--- config.mk ---
export PLATFORM = sky130hd
export DESIGN_NAME = otprom_host
export DESIGN_NICKNAME = d
export VERILOG_FILES = /design/src/rtl/otprom_host_pkg.sv /design/src/rtl/otprom_host.sv
export VERILOG_INCLUDE_DIRS = /design/src /design/src/rtl
export SDC_FILE = /design/constraint.sdc
export NUM_CORES = 1
export LEC_CHECK = 0
export ABC_CLOCK_PERIOD_IN_PS = 3600
export BUFFER_PORTS_ARGS = -buffer_cell sky130_fd_sc_hd__buf_4
export CAP_MARGIN = 20
export CORE_ASPECT_RATIO = 1.25
export CORE_MARGIN = 8
export CORE_UTILIZATION = 40
export DETAILED_ROUTE_END_ITERATION = 7
export PLACE_DENSITY = 0.61
export REMOVE_ABC_BUFFERS = 1
export SLEW_MARGIN = 20
export SYNTH_ARGS = -nofsm -noshare
export SYNTH_HDL_FRONTEND = slang
export SYNTH_SLANG_ARGS = --single-unit
--- constraint.sdc ---
create_clock -name sys_clk -period 3.6 [get_ports sys_clk]
set_input_delay 0.72 -clock sys_clk [delete_from_list [all_inputs] [get_ports sys_clk]]
set_output_delay 0.72 -clock sys_clk [all_outputs]
set_load 0.05 [all_outputs]
--- src/rtl/otprom_host_consts.svh ---
`ifndef OTPROM_HOST_CONSTS_SVH
`define OTPROM_HOST_CONSTS_SVH
`define OTPH_PULSE_NS      50000
`define OTPH_CLK_NS        100
`define OTPH_PULSE_CYC     ((`OTPH_PULSE_NS + `OTPH_CLK_NS - 1) / `OTPH_CLK_NS)
`define OTPH_MAX_PULSES    25
`define OTPH_SETTLE_CYC    2
`define OTPH_READ_CYC      2
`define OTPH_PAGE_CYC      1
`define OTPH_ID_LINE       9
`define OTPH_WORDS         524288
`endif

--- src/rtl/otprom_host_pkg.sv ---
package otprom_host_pkg;
   typedef enum logic [3:0] {
      OTPH_IDLE    = 4'h0,
      OTPH_RSETUP  = 4'h1,
      OTPH_RWAIT   = 4'h2,
      OTPH_PSETUP  = 4'h3,
      OTPH_PPULSE  = 4'h4,
      OTPH_PVSETUP = 4'h5,
      OTPH_PVWAIT  = 4'h6,
      OTPH_FSETUP  = 4'h7,
      OTPH_FWAIT   = 4'h8,
      OTPH_DONE    = 4'h9
   } otph_state_t;
   typedef enum logic [1:0] {
      OTPH_CMD_READ = 2'h0,
      OTPH_CMD_PROG = 2'h1,
      OTPH_CMD_ID   = 2'h2,
      OTPH_CMD_FVER = 2'h3
   } otph_cmd_t;
endpackage : otprom_host_pkg

--- src/rtl/otprom_host.sv ---
`timescale 1ns/1ps
`default_nettype none
`include "otprom_host_consts.svh"
// Function
// - drive full sixteen-bit word when programming
// - programming supply high, output drive high
// - one fifty-microsecond chip select pulse
// - retry pulses up to twenty-five total
// - pulse-verify every address in sequence
// - final compare at nominal supply level
// - only chip select, output drive per part
// - verify: output drive low, select high
// - identification voltage on ninth address line
// - other address lines low except lowest
// - page reads change only low bits
module otprom_host
   import otprom_host_pkg::*;
#(
   parameter int ADDR_W     = 19,
   parameter int PULSE_CYC  = `OTPH_PULSE_CYC,
   parameter int MAX_PULSES = `OTPH_MAX_PULSES
) (
   // clock and reset
   input  wire logic              sys_clk,
   input  wire logic              reset_n,
   input  wire logic              clkEn,
   // command side
   input  wire logic              cmdValid,
   input  wire otph_cmd_t         cmdKind,
   input  wire logic [ADDR_W-1:0] cmdAddr,
   input  wire logic [ADDR_W-1:0] cmdLastAddr,
   input  wire logic              cmdByte,
   input  wire logic              cmdLane,
   input  wire logic [15:0]       cmdData,
   output logic                   cmdReady,
   output logic                   rspValid,
   output logic [15:0]            rspData,
   output logic                   rspError,
   output logic                   rspParityOk,
   // device pins
   output logic [ADDR_W-1:0]      word_addr_lines,
   output logic                   chipSelN,
   output logic                   outDriveN,
   output logic                   widthWord,
   output logic                   progSupplyHigh,
   output logic                   idVoltHigh,
   output logic [14:0]            data_lines_low_o,
   output logic [14:0]            data_lines_low_oe_n,
   input  wire logic [14:0]       data_lines_low_i,
   output logic                   top_data_or_lane_addr_o,
   output logic                   top_data_or_lane_addr_oe_n,
   input  wire logic              top_data_or_lane_addr_i
);
   otph_state_t       state_q;
   otph_cmd_t         kind_q;
   logic [15:0]       cnt_q;
   logic [4:0]        tries_q;
   logic [15:0]       wdata_q;
   logic [ADDR_W-1:0] last_q;
   logic [ADDR_W-1:0] addr_q;
   logic              byte_q;
   logic              lane_q;
   logic              bad_q;

   wire [15:0] pinWord  = {top_data_or_lane_addr_i, data_lines_low_i};
   wire [15:0] pinData  = byte_q ? {8'h00, data_lines_low_i[7:0]} : pinWord;
   // a bit still high where zero was wanted means another pulse
   wire        match    = (pinWord == wdata_q);
   wire        cntDone  = (cnt_q == 16'h0000);
   wire        lastAddr = (addr_q == last_q);
   wire        oddPar   = ^pinWord;
   // identification: only the lowest address line may be set
   wire [ADDR_W-1:0] idAddr = {{(ADDR_W-1){1'b0}}, cmdAddr[0]};

   always_ff @(posedge sys_clk or negedge reset_n) begin
      if (!reset_n) begin
         state_q                    <= OTPH_IDLE;
         kind_q                     <= OTPH_CMD_READ;
         cnt_q                      <= 16'h0000;
         tries_q                    <= 5'h00;
         wdata_q                    <= 16'h0000;
         last_q                     <= '0;
         addr_q                     <= '0;
         byte_q                     <= 1'b0;
         lane_q                     <= 1'b0;
         bad_q                      <= 1'b0;
         cmdReady                   <= 1'b0;
         rspValid                   <= 1'b0;
         rspData                    <= 16'h0000;
         rspError                   <= 1'b0;
         rspParityOk                <= 1'b0;
         word_addr_lines            <= '0;
         chipSelN                   <= 1'b1;
         outDriveN                  <= 1'b1;
         widthWord                  <= 1'b1;
         progSupplyHigh             <= 1'b0;
         idVoltHigh                 <= 1'b0;
         data_lines_low_o           <= 15'h0000;
         data_lines_low_oe_n        <= 15'h7fff;
         top_data_or_lane_addr_o    <= 1'b0;
         top_data_or_lane_addr_oe_n <= 1'b1;
      end else if (clkEn) begin
         rspValid <= 1'b0;
         if (!cntDone) cnt_q <= cnt_q - 16'h0001;
         case (state_q)
            OTPH_IDLE: begin
               cmdReady <= 1'b1;
               if (cmdValid && cmdReady) begin
                  cmdReady <= 1'b0;
                  kind_q   <= cmdKind;
                  addr_q   <= cmdAddr;
                  last_q   <= cmdLastAddr;
                  wdata_q  <= cmdData;
                  byte_q   <= cmdByte && (cmdKind == OTPH_CMD_READ);
                  lane_q   <= cmdLane;
                  bad_q    <= 1'b0;
                  tries_q  <= 5'h00;
                  cnt_q    <= 16'(`OTPH_SETTLE_CYC);
                  case (cmdKind)
                     OTPH_CMD_READ: begin
                        // byte width grounds the width pin, top pin is lane
                        widthWord                  <= !cmdByte;
                        word_addr_lines            <= cmdAddr;
                        top_data_or_lane_addr_o    <= cmdLane;
                        top_data_or_lane_addr_oe_n <= !cmdByte;
                        state_q                    <= OTPH_RSETUP;
                     end
                     OTPH_CMD_ID: begin
                        widthWord       <= 1'b1;
                        idVoltHigh      <= 1'b1;
                        word_addr_lines <= idAddr;
                        state_q         <= OTPH_RSETUP;
                     end
                     OTPH_CMD_PROG: begin
                        widthWord      <= 1'b1;
                        progSupplyHigh <= 1'b1;
                        outDriveN      <= 1'b1;
                        state_q        <= OTPH_PSETUP;
                     end
                     default: begin
                        widthWord <= 1'b1;
                        state_q   <= OTPH_FSETUP;
                     end
                  endcase
               end
            end
            OTPH_RSETUP: if (cntDone) begin
               chipSelN  <= 1'b0;
               outDriveN <= 1'b0;
               cnt_q     <= 16'(`OTPH_READ_CYC);
               state_q   <= OTPH_RWAIT;
            end
            OTPH_RWAIT: if (cntDone) begin
               rspValid    <= 1'b1;
               rspData     <= pinData;
               rspParityOk <= oddPar;
               rspError    <= 1'b0;
               if (cmdValid && kind_q == OTPH_CMD_READ && cmdKind == OTPH_CMD_READ
                   && cmdByte == byte_q
                   && cmdAddr[ADDR_W-1:3] == addr_q[ADDR_W-1:3]) begin
                  // same page, keep select low, move low bits only
                  addr_q                  <= cmdAddr;
                  word_addr_lines         <= cmdAddr;
                  lane_q                  <= cmdLane;
                  top_data_or_lane_addr_o <= cmdLane;
                  cnt_q                   <= 16'(`OTPH_PAGE_CYC);
               end else begin
                  chipSelN   <= 1'b1;
                  outDriveN  <= 1'b1;
                  idVoltHigh <= 1'b0;
                  top_data_or_lane_addr_oe_n <= 1'b1;
                  widthWord  <= 1'b1;
                  state_q    <= OTPH_DONE;
               end
            end
            OTPH_PSETUP: begin
               // address and full word settle before the pulse
               word_addr_lines            <= addr_q;
               data_lines_low_o           <= wdata_q[14:0];
               top_data_or_lane_addr_o    <= wdata_q[15];
               data_lines_low_oe_n        <= 15'h0000;
               top_data_or_lane_addr_oe_n <= 1'b0;
               if (cntDone) begin
                  chipSelN <= 1'b0;
                  tries_q  <= tries_q + 5'h01;
                  cnt_q    <= 16'(PULSE_CYC - 1);
                  state_q  <= OTPH_PPULSE;
               end
            end
            OTPH_PPULSE: if (cntDone) begin
               chipSelN                   <= 1'b1;
               data_lines_low_oe_n        <= 15'h7fff;
               top_data_or_lane_addr_oe_n <= 1'b1;
               cnt_q                      <= 16'(`OTPH_SETTLE_CYC);
               state_q                    <= OTPH_PVSETUP;
            end
            OTPH_PVSETUP: if (cntDone) begin
               outDriveN <= 1'b0;
               cnt_q     <= 16'(`OTPH_READ_CYC);
               state_q   <= OTPH_PVWAIT;
            end
            OTPH_PVWAIT: if (cntDone) begin
               outDriveN <= 1'b1;
               cnt_q     <= 16'(`OTPH_SETTLE_CYC);
               if (!match && tries_q < 5'(MAX_PULSES)) begin
                  state_q <= OTPH_PSETUP;
               end else begin
                  bad_q   <= bad_q | !match;
                  tries_q <= 5'h00;
                  if (lastAddr) begin
                     progSupplyHigh <= 1'b0;
                     addr_q         <= cmdAddr;
                     rspValid       <= 1'b1;
                     rspData        <= pinWord;
                     rspError       <= bad_q | !match;
                     rspParityOk    <= 1'b0;
                     state_q        <= OTPH_DONE;
                  end else begin
                     addr_q  <= addr_q + 1'b1;
                     wdata_q <= cmdData;
                     state_q <= OTPH_PSETUP;
                  end
               end
            end
            OTPH_FSETUP: begin
               word_addr_lines <= addr_q;
               if (cntDone) begin
                  chipSelN  <= 1'b0;
                  outDriveN <= 1'b0;
                  cnt_q     <= 16'(`OTPH_READ_CYC);
                  state_q   <= OTPH_FWAIT;
               end
            end
            OTPH_FWAIT: if (cntDone) begin
               bad_q <= bad_q | (pinWord != wdata_q);
               cnt_q <= 16'(`OTPH_SETTLE_CYC);
               if (lastAddr) begin
                  chipSelN  <= 1'b1;
                  outDriveN <= 1'b1;
                  rspValid  <= 1'b1;
                  rspData   <= pinWord;
                  rspError  <= bad_q | (pinWord != wdata_q);
                  state_q   <= OTPH_DONE;
               end else begin
                  addr_q  <= addr_q + 1'b1;
                  wdata_q <= cmdData;
                  state_q <= OTPH_FSETUP;
                  if (&addr_q[2:0]) begin
                     // leaving the page: deselect before the upper address moves
                     chipSelN  <= 1'b1;
                     outDriveN <= 1'b1;
                  end
               end
            end
            OTPH_DONE: state_q <= OTPH_IDLE;
            default:   state_q <= OTPH_IDLE;
         endcase
      end
   end
endmodule : otprom_host
`default_nettype wire

==> results of run 1 <==
-- stage by stage --
step	hold WS, ns	worst slack, ns	util	total power, mW
after floorplan	0.4244	-0.3390	-	1.884
after global placement	0.4622	0.3172	0.4722	2.058
after detailed placement	0.4633	0.2996	0.4722	2.061
after CTS	0.3610	0.6328	0.5026	3.910
after global routing	0.3898	0.3699	0.5026	4.015
final	0.3306	0.6239	0.5026	3.868
-- final cells by class --
class | instances | area, um2
multi-input cells | 646 | 4041
clock inverters | 14 | 170.2
flip-flops and latches | 145 | 3635
repair buffers | 177 | 1358
clock buffers | 18 | 439.2
well taps | 270 | 337.8
fillers | 1989 | 9962
inverters | 23 | 86.33
-- cells by family after synthesis --
group / Yosys count / share of synthesized area
AND/OR/NAND/NOR: 319 / 0.1844
buffers and inverters: 89 / 0.05781
multiplexers: 58 / 0.07872
AO/OA/AOI/OAI: 186 / 0.1399
flip-flops: 145 / 0.4466
adder cells (fa/ha/maj): 7 / 0.01076
XOR/XNOR: 76 / 0.08180
-- per-layer routing --
layer,GRT usage,up-vias
li1,-,3322
met1,0.2423,3273
met2,0.3072,169
met3,0.03341,26
met4,0.06280,0
met5,0,-
-- registers in the layout, summed over array words and instances (netlist names), 2 cells and up --
name              flops
addr_q               19
cnt_q                16
data_lines_low_o     15
kind_q                2
last_q               19
rspData              16
state_q               4
tries_q               5
wdata_q              16
word_addr_lines      19
-- power by group through the flow --
stage	Combinational, mW	Sequential (mW)	Clock, mW
6_report	0.321	1.71	1.84
5_1_grt	0.359	1.71	1.94
4_1_cts	0.326	1.70	1.88
3_5_place_dp	0.327	1.73	0
3_3_place_gp	0.324	1.73	0
2_1_floorplan	0.145	1.74	0
-- critical path, cell delays in order, from the launching register on --
cell and delay [ns]:
dfrtp_1 0.43, inv_1 0.15, ha_1 0.17, nor4b_1 0.37
and4_1 0.41, a21oi_1 0.08, or3_1 0.39, nor4b_4 0.27
buf_12 0.24, o21ai_0 0.11, a22o_1 0.23
-- cells in the final DEF, fill, tap and decap left out, types with 7 or more instances in the layout --
master     instances
nand2_1          148
nor4_1            12
inv_1             23
nand3_1           33
nor3_1            18
mux2i_1           13
mux2_2            44
buf_4            174
o21ai_0           44
xnor2_1           34
ha_1               7
a22oi_1           18
dfrtp_1          140
clkbuf_16         17
xor2_1            42
a21oi_1           60
nand4_1           13
o21ai_1           14
nor2_1            51
-- how the worst max path moves through the flow --
stage                            from                       to  slack (ns)  cells past startpoint
6_report         cnt_q[0]$_DFFE_PN0P_    addr_q[0]$_DFFE_PN0P_        0.62                     10
5_1_grt          cnt_q[0]$_DFFE_PN0P_    addr_q[0]$_DFFE_PN0P_        0.37                     10
4_1_cts        addr_q[17]$_DFFE_PN0P_  rspData[12]$_DFFE_PN0P_        0.63                      8
3_3_place_gp     data_lines_low_i[11]  rspData[11]$_DFFE_PN0P_        0.32                      9
2_1_floorplan    cnt_q[0]$_DFFE_PN0P_    addr_q[0]$_DFFE_PN0P_       -0.34                      9
3_5_place_dp     data_lines_low_i[11]  rspData[12]$_DFFE_PN0P_        0.30                      9
-- synth_stat cells (all sizes together) (5+ instances only) --
cell,n,area share
o21ai,58,0.036
a22oi,18,0.017
a21o,6,0.0055
clkbuf,31,0.017
mux2i,13,0.016
ha,7,0.011
dfrtp,140,0.43
nand2,148,0.068
a21oi,60,0.037
nand4,13,0.010
dfstp,5,0.016
nor4,14,0.012
inv,23,0.011
and3,7,0.0055
nand3,35,0.023
xor2,42,0.045
nor2,51,0.024
nand2b,6,0.0046
nor2b,6,0.0046
buf,35,0.030
mux2,45,0.063
nor3,20,0.014
xnor2,34,0.037
==> impl_metrics.json, run 1 <==
{
  "synth-main-ff-cell": "dfrtp_1",
  "wl_met1_um": 10220,
  "cts_buffer_depth": 2,
  "dieArea_um2": 25190,
  "postCtsSetupRepairBufs": 0,
  "fin_area_um2": 10070,
  "drt_wl_total_um": 23030,
  "slew_headroom": 0.4421,
  "tritoncts": "built",
  "placed_cell_area_um2": 9458,
  "p_switching_mw": 0.9900,
  "syn_area_per_cell_um2": 9.248,
  "initial_core_util": 0.4063,
  "swShare": 0.2559,
  "grt_max_degree": 77,
  "min_period_over_period": 0.8267,
  "yosysWarnings": 0,
  "routedWlPerCell_um": 17.81,
  "clk_pin_slew_ns": 0.06,
  "grt.total_usage": 0.1869,
  "clkSinkCount": 145,
  "route.detailed.drc": 0,
  "portBuffers": 153,
  "grt_pass1_wl_um": 37340,
  "p_leak_nw": 5.031,
  "synth_area_um2": 8138,
  "fmax_mhz": 336.0,
  "viasPerCell": 5.251,
  "gp_congestion": 0.8638,
  "die_h_um": 175.5,
  "h-tree-depth": 4,
  "vdd_drop_max_v": 0.0003109,
  "ys_types": 69,
  "grt_pass1_vias": 6910,
  "drive_gt1_frac": 0.2688,
  "critPathKind": "reg2reg",
  "internal_power_mw": 2.878,
  "syn2layout_area_growth_pct": 23.71,
  "rsz0062_at_grt": "false",
  "hold_path.class": "in2async",
  "timing_worst_slew_pin_value_ns": 0.8305,
  "regToRegEndpoint": "addr_q[0]$_DFFE_PN0P_",
  "pwr-share-clk": 0.476,
  "antenna_found_initial": 0,
  "ioPinCount": 154,
  "clk_latency_ns": 0.43,
  "cp-end-kind": "flop",
  "hold_viol_final": 0,
  "outcome": "finished, final reports clean",
  "clock-root-buffer": "clkbuf_16",
  "synth_edf_count": 0,
  "syn_inst": 880,
  "hpwl_um": 17040,
  "ys_seq_area_frac": 0.4466,
  "critPathArrivalTime_ns": 3.29,
  "rr_worst_depth": 10,
  "synthArstFlopShare": 1.000,
  "grt_overflow": 0,
  "cp-start-kind": "flop",
  "critPathMaxFanout": 38,
  "drtIter0Drc": 462,
  "num_rows": 58,
  "fin_skew_ns": 0.01296,
  "wl_met3_um": 902,
  "die_x_um": 143.6,
  "pwr-share-seq": 0.441,
  "ant_nets": 0,
  "met2WireLength_um": 11470,
  "crit_required_ns": 3.91,
  "dr.pass1.iters": 5,
  "diodes": 0,
  "report.final.slew_viol_count": 0,
  "final_net_count": 1095,
  "r2r_slack_ns": 0.62,
  "setup-tns-final_ns": 0,
  "p_comb_frac": 0.083,
  "cts_resized": 0,
  "min_period_ns": 2.976,
  "fin_cells": 1293,
  "fp.coreArea_um2": 20030,
  "synth-seq-cells": 145,
  "cts_hold_buf": 0,
  "r2r_start": "cnt_q[0]$_DFFE_PN0P_",
  "vias": 6790,
  "numCtsBuffers": 17,
  "dp_cells": 1261,
  "top_layer_used": "met4",
  "power_density_nw_per_um2": 384.2,
  "cap_violations": 0,
  "setup_viol": 0
}
No activity file was read; power rests on OpenSTA's default activity.
==> run 2: changes to the inputs <==
--- a/config.mk
+++ b/config.mk
@@ -6,14 +6,15 @@
 export SDC_FILE = /design/constraint.sdc
 export NUM_CORES = 1
 export LEC_CHECK = 0
-export ABC_CLOCK_PERIOD_IN_PS = 3600
+export ABC_AREA = 1
+export ABC_CLOCK_PERIOD_IN_PS = 3100
 export BUFFER_PORTS_ARGS = -buffer_cell sky130_fd_sc_hd__buf_4
 export CAP_MARGIN = 20
 export CORE_ASPECT_RATIO = 1.25
 export CORE_MARGIN = 8
 export CORE_UTILIZATION = 40
 export DETAILED_ROUTE_END_ITERATION = 7
-export PLACE_DENSITY = 0.61
+export PLACE_DENSITY = 0.6
 export REMOVE_ABC_BUFFERS = 1
 export SLEW_MARGIN = 20
 export SYNTH_ARGS = -nofsm -noshare
==> constraint.sdc (replaced) <==
create_clock -name sys_clk -period 3.1 [get_ports sys_clk]
set_input_delay 0.62 -clock sys_clk [delete_from_list [all_inputs] [get_ports sys_clk]]
set_output_delay 0.62 -clock sys_clk [all_outputs]
set_load 0.05 [all_outputs]
==> run 2 against run 1 <==
Critical path depth up 4. Critical endpoint is now addr_q[12]$_DFFE_PN0P_. Global-route usage increased by 1.7 points. Utilization fell by 2.1 points. Sequential share of layout area down 4.0 points. Die area is 14% higher. Critical path type unchanged. Maximum frequency grew 22%. Synthesized cell count grew 56%. Register-to-register slack improved by 0.04 ns. Clock skew increased by 0.0018 ns. Flip-flop and latch count did not move.
==> impl_metrics.json, run 2 <==
{
  "outcome": "finished, final reports clean",
  "cap_violations": 0,
  "synth_area_um2": 9448,
  "regArea_um2": 3635,
  "cp-end-kind": "flop",
  "synth_edf_count": 0,
  "diodes": 0,
  "final_cell_mix": "nand2_1 (489), buf_4 (168), dfrtp_1 (140), inv_1 (136), nor2_1 (116)",
  "synth-seq-cells": 145,
  "hold_viol_final": 0,
  "clk_latency_ns": 0.43,
  "power.total_mw": 10.21,
  "fin_cells": 1801,
  "die_x_um": 153.5,
  "clkSinkCount": 145,
  "setup_viol": 0,
  "critPathMaxStageDelay_ns": 0.47,
  "synth-main-ff-cell": "dfrtp_1",
  "tritoncts": "built",
  "worstSetupStartpoint": "cnt_q[0]$_DFFE_PN0P_",
  "crit_required_ns": 3.47,
  "multi_input_area_um2": 4811,
  "yosysTopAreaCell": "dfrtp_1",
  "syn_area_per_cell_um2": 6.901,
  "clk_pin_slew_ns": 0.07,
  "cts_buffer_depth": 2,
  "ys_types": 42,
  "grt.total_usage": 0.2042,
  "cts_resized": 0,
  "critical_path.top_delay_family": "buffers and inverters",
  "drtIter0Drc": 518,
  "critPathKind": "reg2reg",
  "portBuffers": 153,
  "vdd_drop_max_v": 0.0004483,
  "min_period_over_period": 0.7871,
  "timing_worst_slew_pin_value_ns": 0.5336,
  "cpMostUsedCell": "nand2_1",
  "syn2layout_area_growth_pct": 19.65,
  "synth_most_common_cell": "nand2_1",
  "final_common_cell": "nand2_1",
  "slew_headroom": 0.6443,
  "hold_path.class": "in2async",
  "utilization": 0.4813,
  "die_h_um": 187.8,
  "vias": 9083,
  "cp-start-kind": "flop",
  "r2r_start": "cnt_q[0]$_DFFE_PN0P_",
  "min_period_ns": 2.440,
  "grt_pass1_vias": 9009,
  "drt_wl_total_um": 28720,
  "syn_inst": 1369,
  "synth_area_leaders": "dfrtp_1 (37%), nand2_1 (19%), nand3_1 (5.5%), o21ai_0 (5.5%), inv_1 (5.4%)",
  "synthArstFlopShare": 1.000,
  "final_net_count": 1581,
  "synth_top_cell_area_share": 0.3708,
  "p_leak_nw": 6.028,
  "fp.coreArea_um2": 23490,
  "clock-root-buffer": "clkbuf_16",
  "antenna_found_initial": 0,
  "worst-path-buf-inv": 4,
  "cts_hold_buf": 0,
  "routedWlPerCell_um": 15.95,
  "grt_overflow": 0,
  "gp_congestion": 0.9341,
  "initial_core_util": 0.4022,
  "ys_seq_area_frac": 0.3847,
  "ant_nets": 0,
  "power_density_nw_per_um2": 903.0,
  "critPathArrivalTime_ns": 2.81,
  "route.detailed.drc": 0,
  "dieArea_um2": 28820,
  "report.final.slew_viol_count": 0,
  "worstPathCellList": "inv_1 > ha_1 > nand2_1 > nor2_1 > nand2_2 > buf_4 > o21ai_1 > nand2_1 > nor2_2 > nand2_1 > inv_2 > buf_4 > nand3_1 > nand2_1",
  "critPathMaxFanout": 17,
  "drive_gt1_frac": 0.1942,
  "postCtsSetupRepairBufs": 0,
  "hold_slack_ns": 0.1421,
  "setup-tns-final_ns": 0,
  "ioPinCount": 154,
  "yosysWarnings": 0,
  "dr.pass1.iters": 6,
  "h-tree-depth": 4,
  "numCtsBuffers": 17,
  "fmax_mhz": 409.9,
  "synth_commonest_cells": "nand2_1 (489), dfrtp_1 (140), inv_1 (136)",
  "num_rows": 63,
  "grt_max_degree": 55,
  "hpwl_um": 21860,
  "dp_cells": 1769,
  "viasPerCell": 5.043,
  "fin_skew_ns": 0.01473,
  "grt_pass1_wl_um": 47200,
  "cpMaxStageDelayCell": "dfrtp_1",
  "nFillCells": 2388,
  "rsz0062_at_grt": "false",
  "reg_top3": "addr_q: 19 flops, last_q: 19 flops, word_addr_lines: 19 flops"
}
run 2: changes by cell type after synthesis, sizes merged, moves of 47 or more:
cell   delta
nand2   +354
inv     +133
nor2     +76
o21ai    +72
nand3    +70
a21oi    -47
run 2: power breakdown:
| group | total, mW | internal [mW] | switching, mW | leakage, nW |
|---|---|---|---|---|
| clock | 2.00 | 1.06 | 0.934 | 0.272 |
| combinational | 5.26 | 1.59 | 3.66 | 3.98 |
| sequential | 2.95 | 2.47 | 0.487 | 1.77 |
run 2: area by class of cell:
type / count / area share
Sequential cell: 145 / 0.3215
Clock inverter: 15 / 0.01284
Timing Repair Buffer: 172 / 0.1179
Multi-Input combinational cell: 1003 / 0.4256
Inverter: 157 / 0.05224
Clock buffer: 17 / 0.03763
Tap cell: 292 / 0.03232
run 2: path summary, 6_finish.rpt:
kind / to / slack [ns] / depth (start not counted)
hold reg to reg: rspData[7]$_DFFE_PN0P_ / 0.48 / 2
setup reg to reg: addr_q[12]$_DFFE_PN0P_ / 0.66 / 14
max in group asynchronous: outDriveN$_DFFE_PN1P_ / 2.23 / 2
min in group sys_clk: last_q[17]$_DFFE_PN0P_ / 0.39 / 3
setup / recovery: addr_q[12]$_DFFE_PN0P_ / 0.66 / 14
hold / removal: data_lines_low_o[1]$_DFFE_PN0P_ / 0.14 / 1
run 2: metal layers:
layer  up-vias  global-route usage  wire length, um
met5         -                   0                0
met4         0             0.09139              910
met3        61             0.04123             1535
met2       283              0.3496            14070
met1      4200              0.2437            12200
li1       4539                   -                -
run 2: logic make-up (layout without fill, tap and decap cells):
kind of cell               count (synthesis)  in the layout  synth area share
and+or+nand+nor                          776            776            0.3450
buffers and inverters                    221            361            0.1066
AOI/OAI and AO/OA                        169            169            0.1061
DFF                                      145            145            0.3847
xor gates and xnor gates                  47             47           0.04357
adders and majority gates                  7              7          0.009270
muxes                                      4              4          0.004767
run 2: through the flow:
| stage | area, um2 | setup WS, ns |
|---|---|---|
| global placement | 10730 | 0.5782 |
| floorplan | 9031 | -0.5104 |
| finish | 11300 | 0.6601 |
| global route | 11300 | 0.4176 |
| detailed placement | 10730 | 0.5443 |
| CTS | 11300 | 0.6872 |
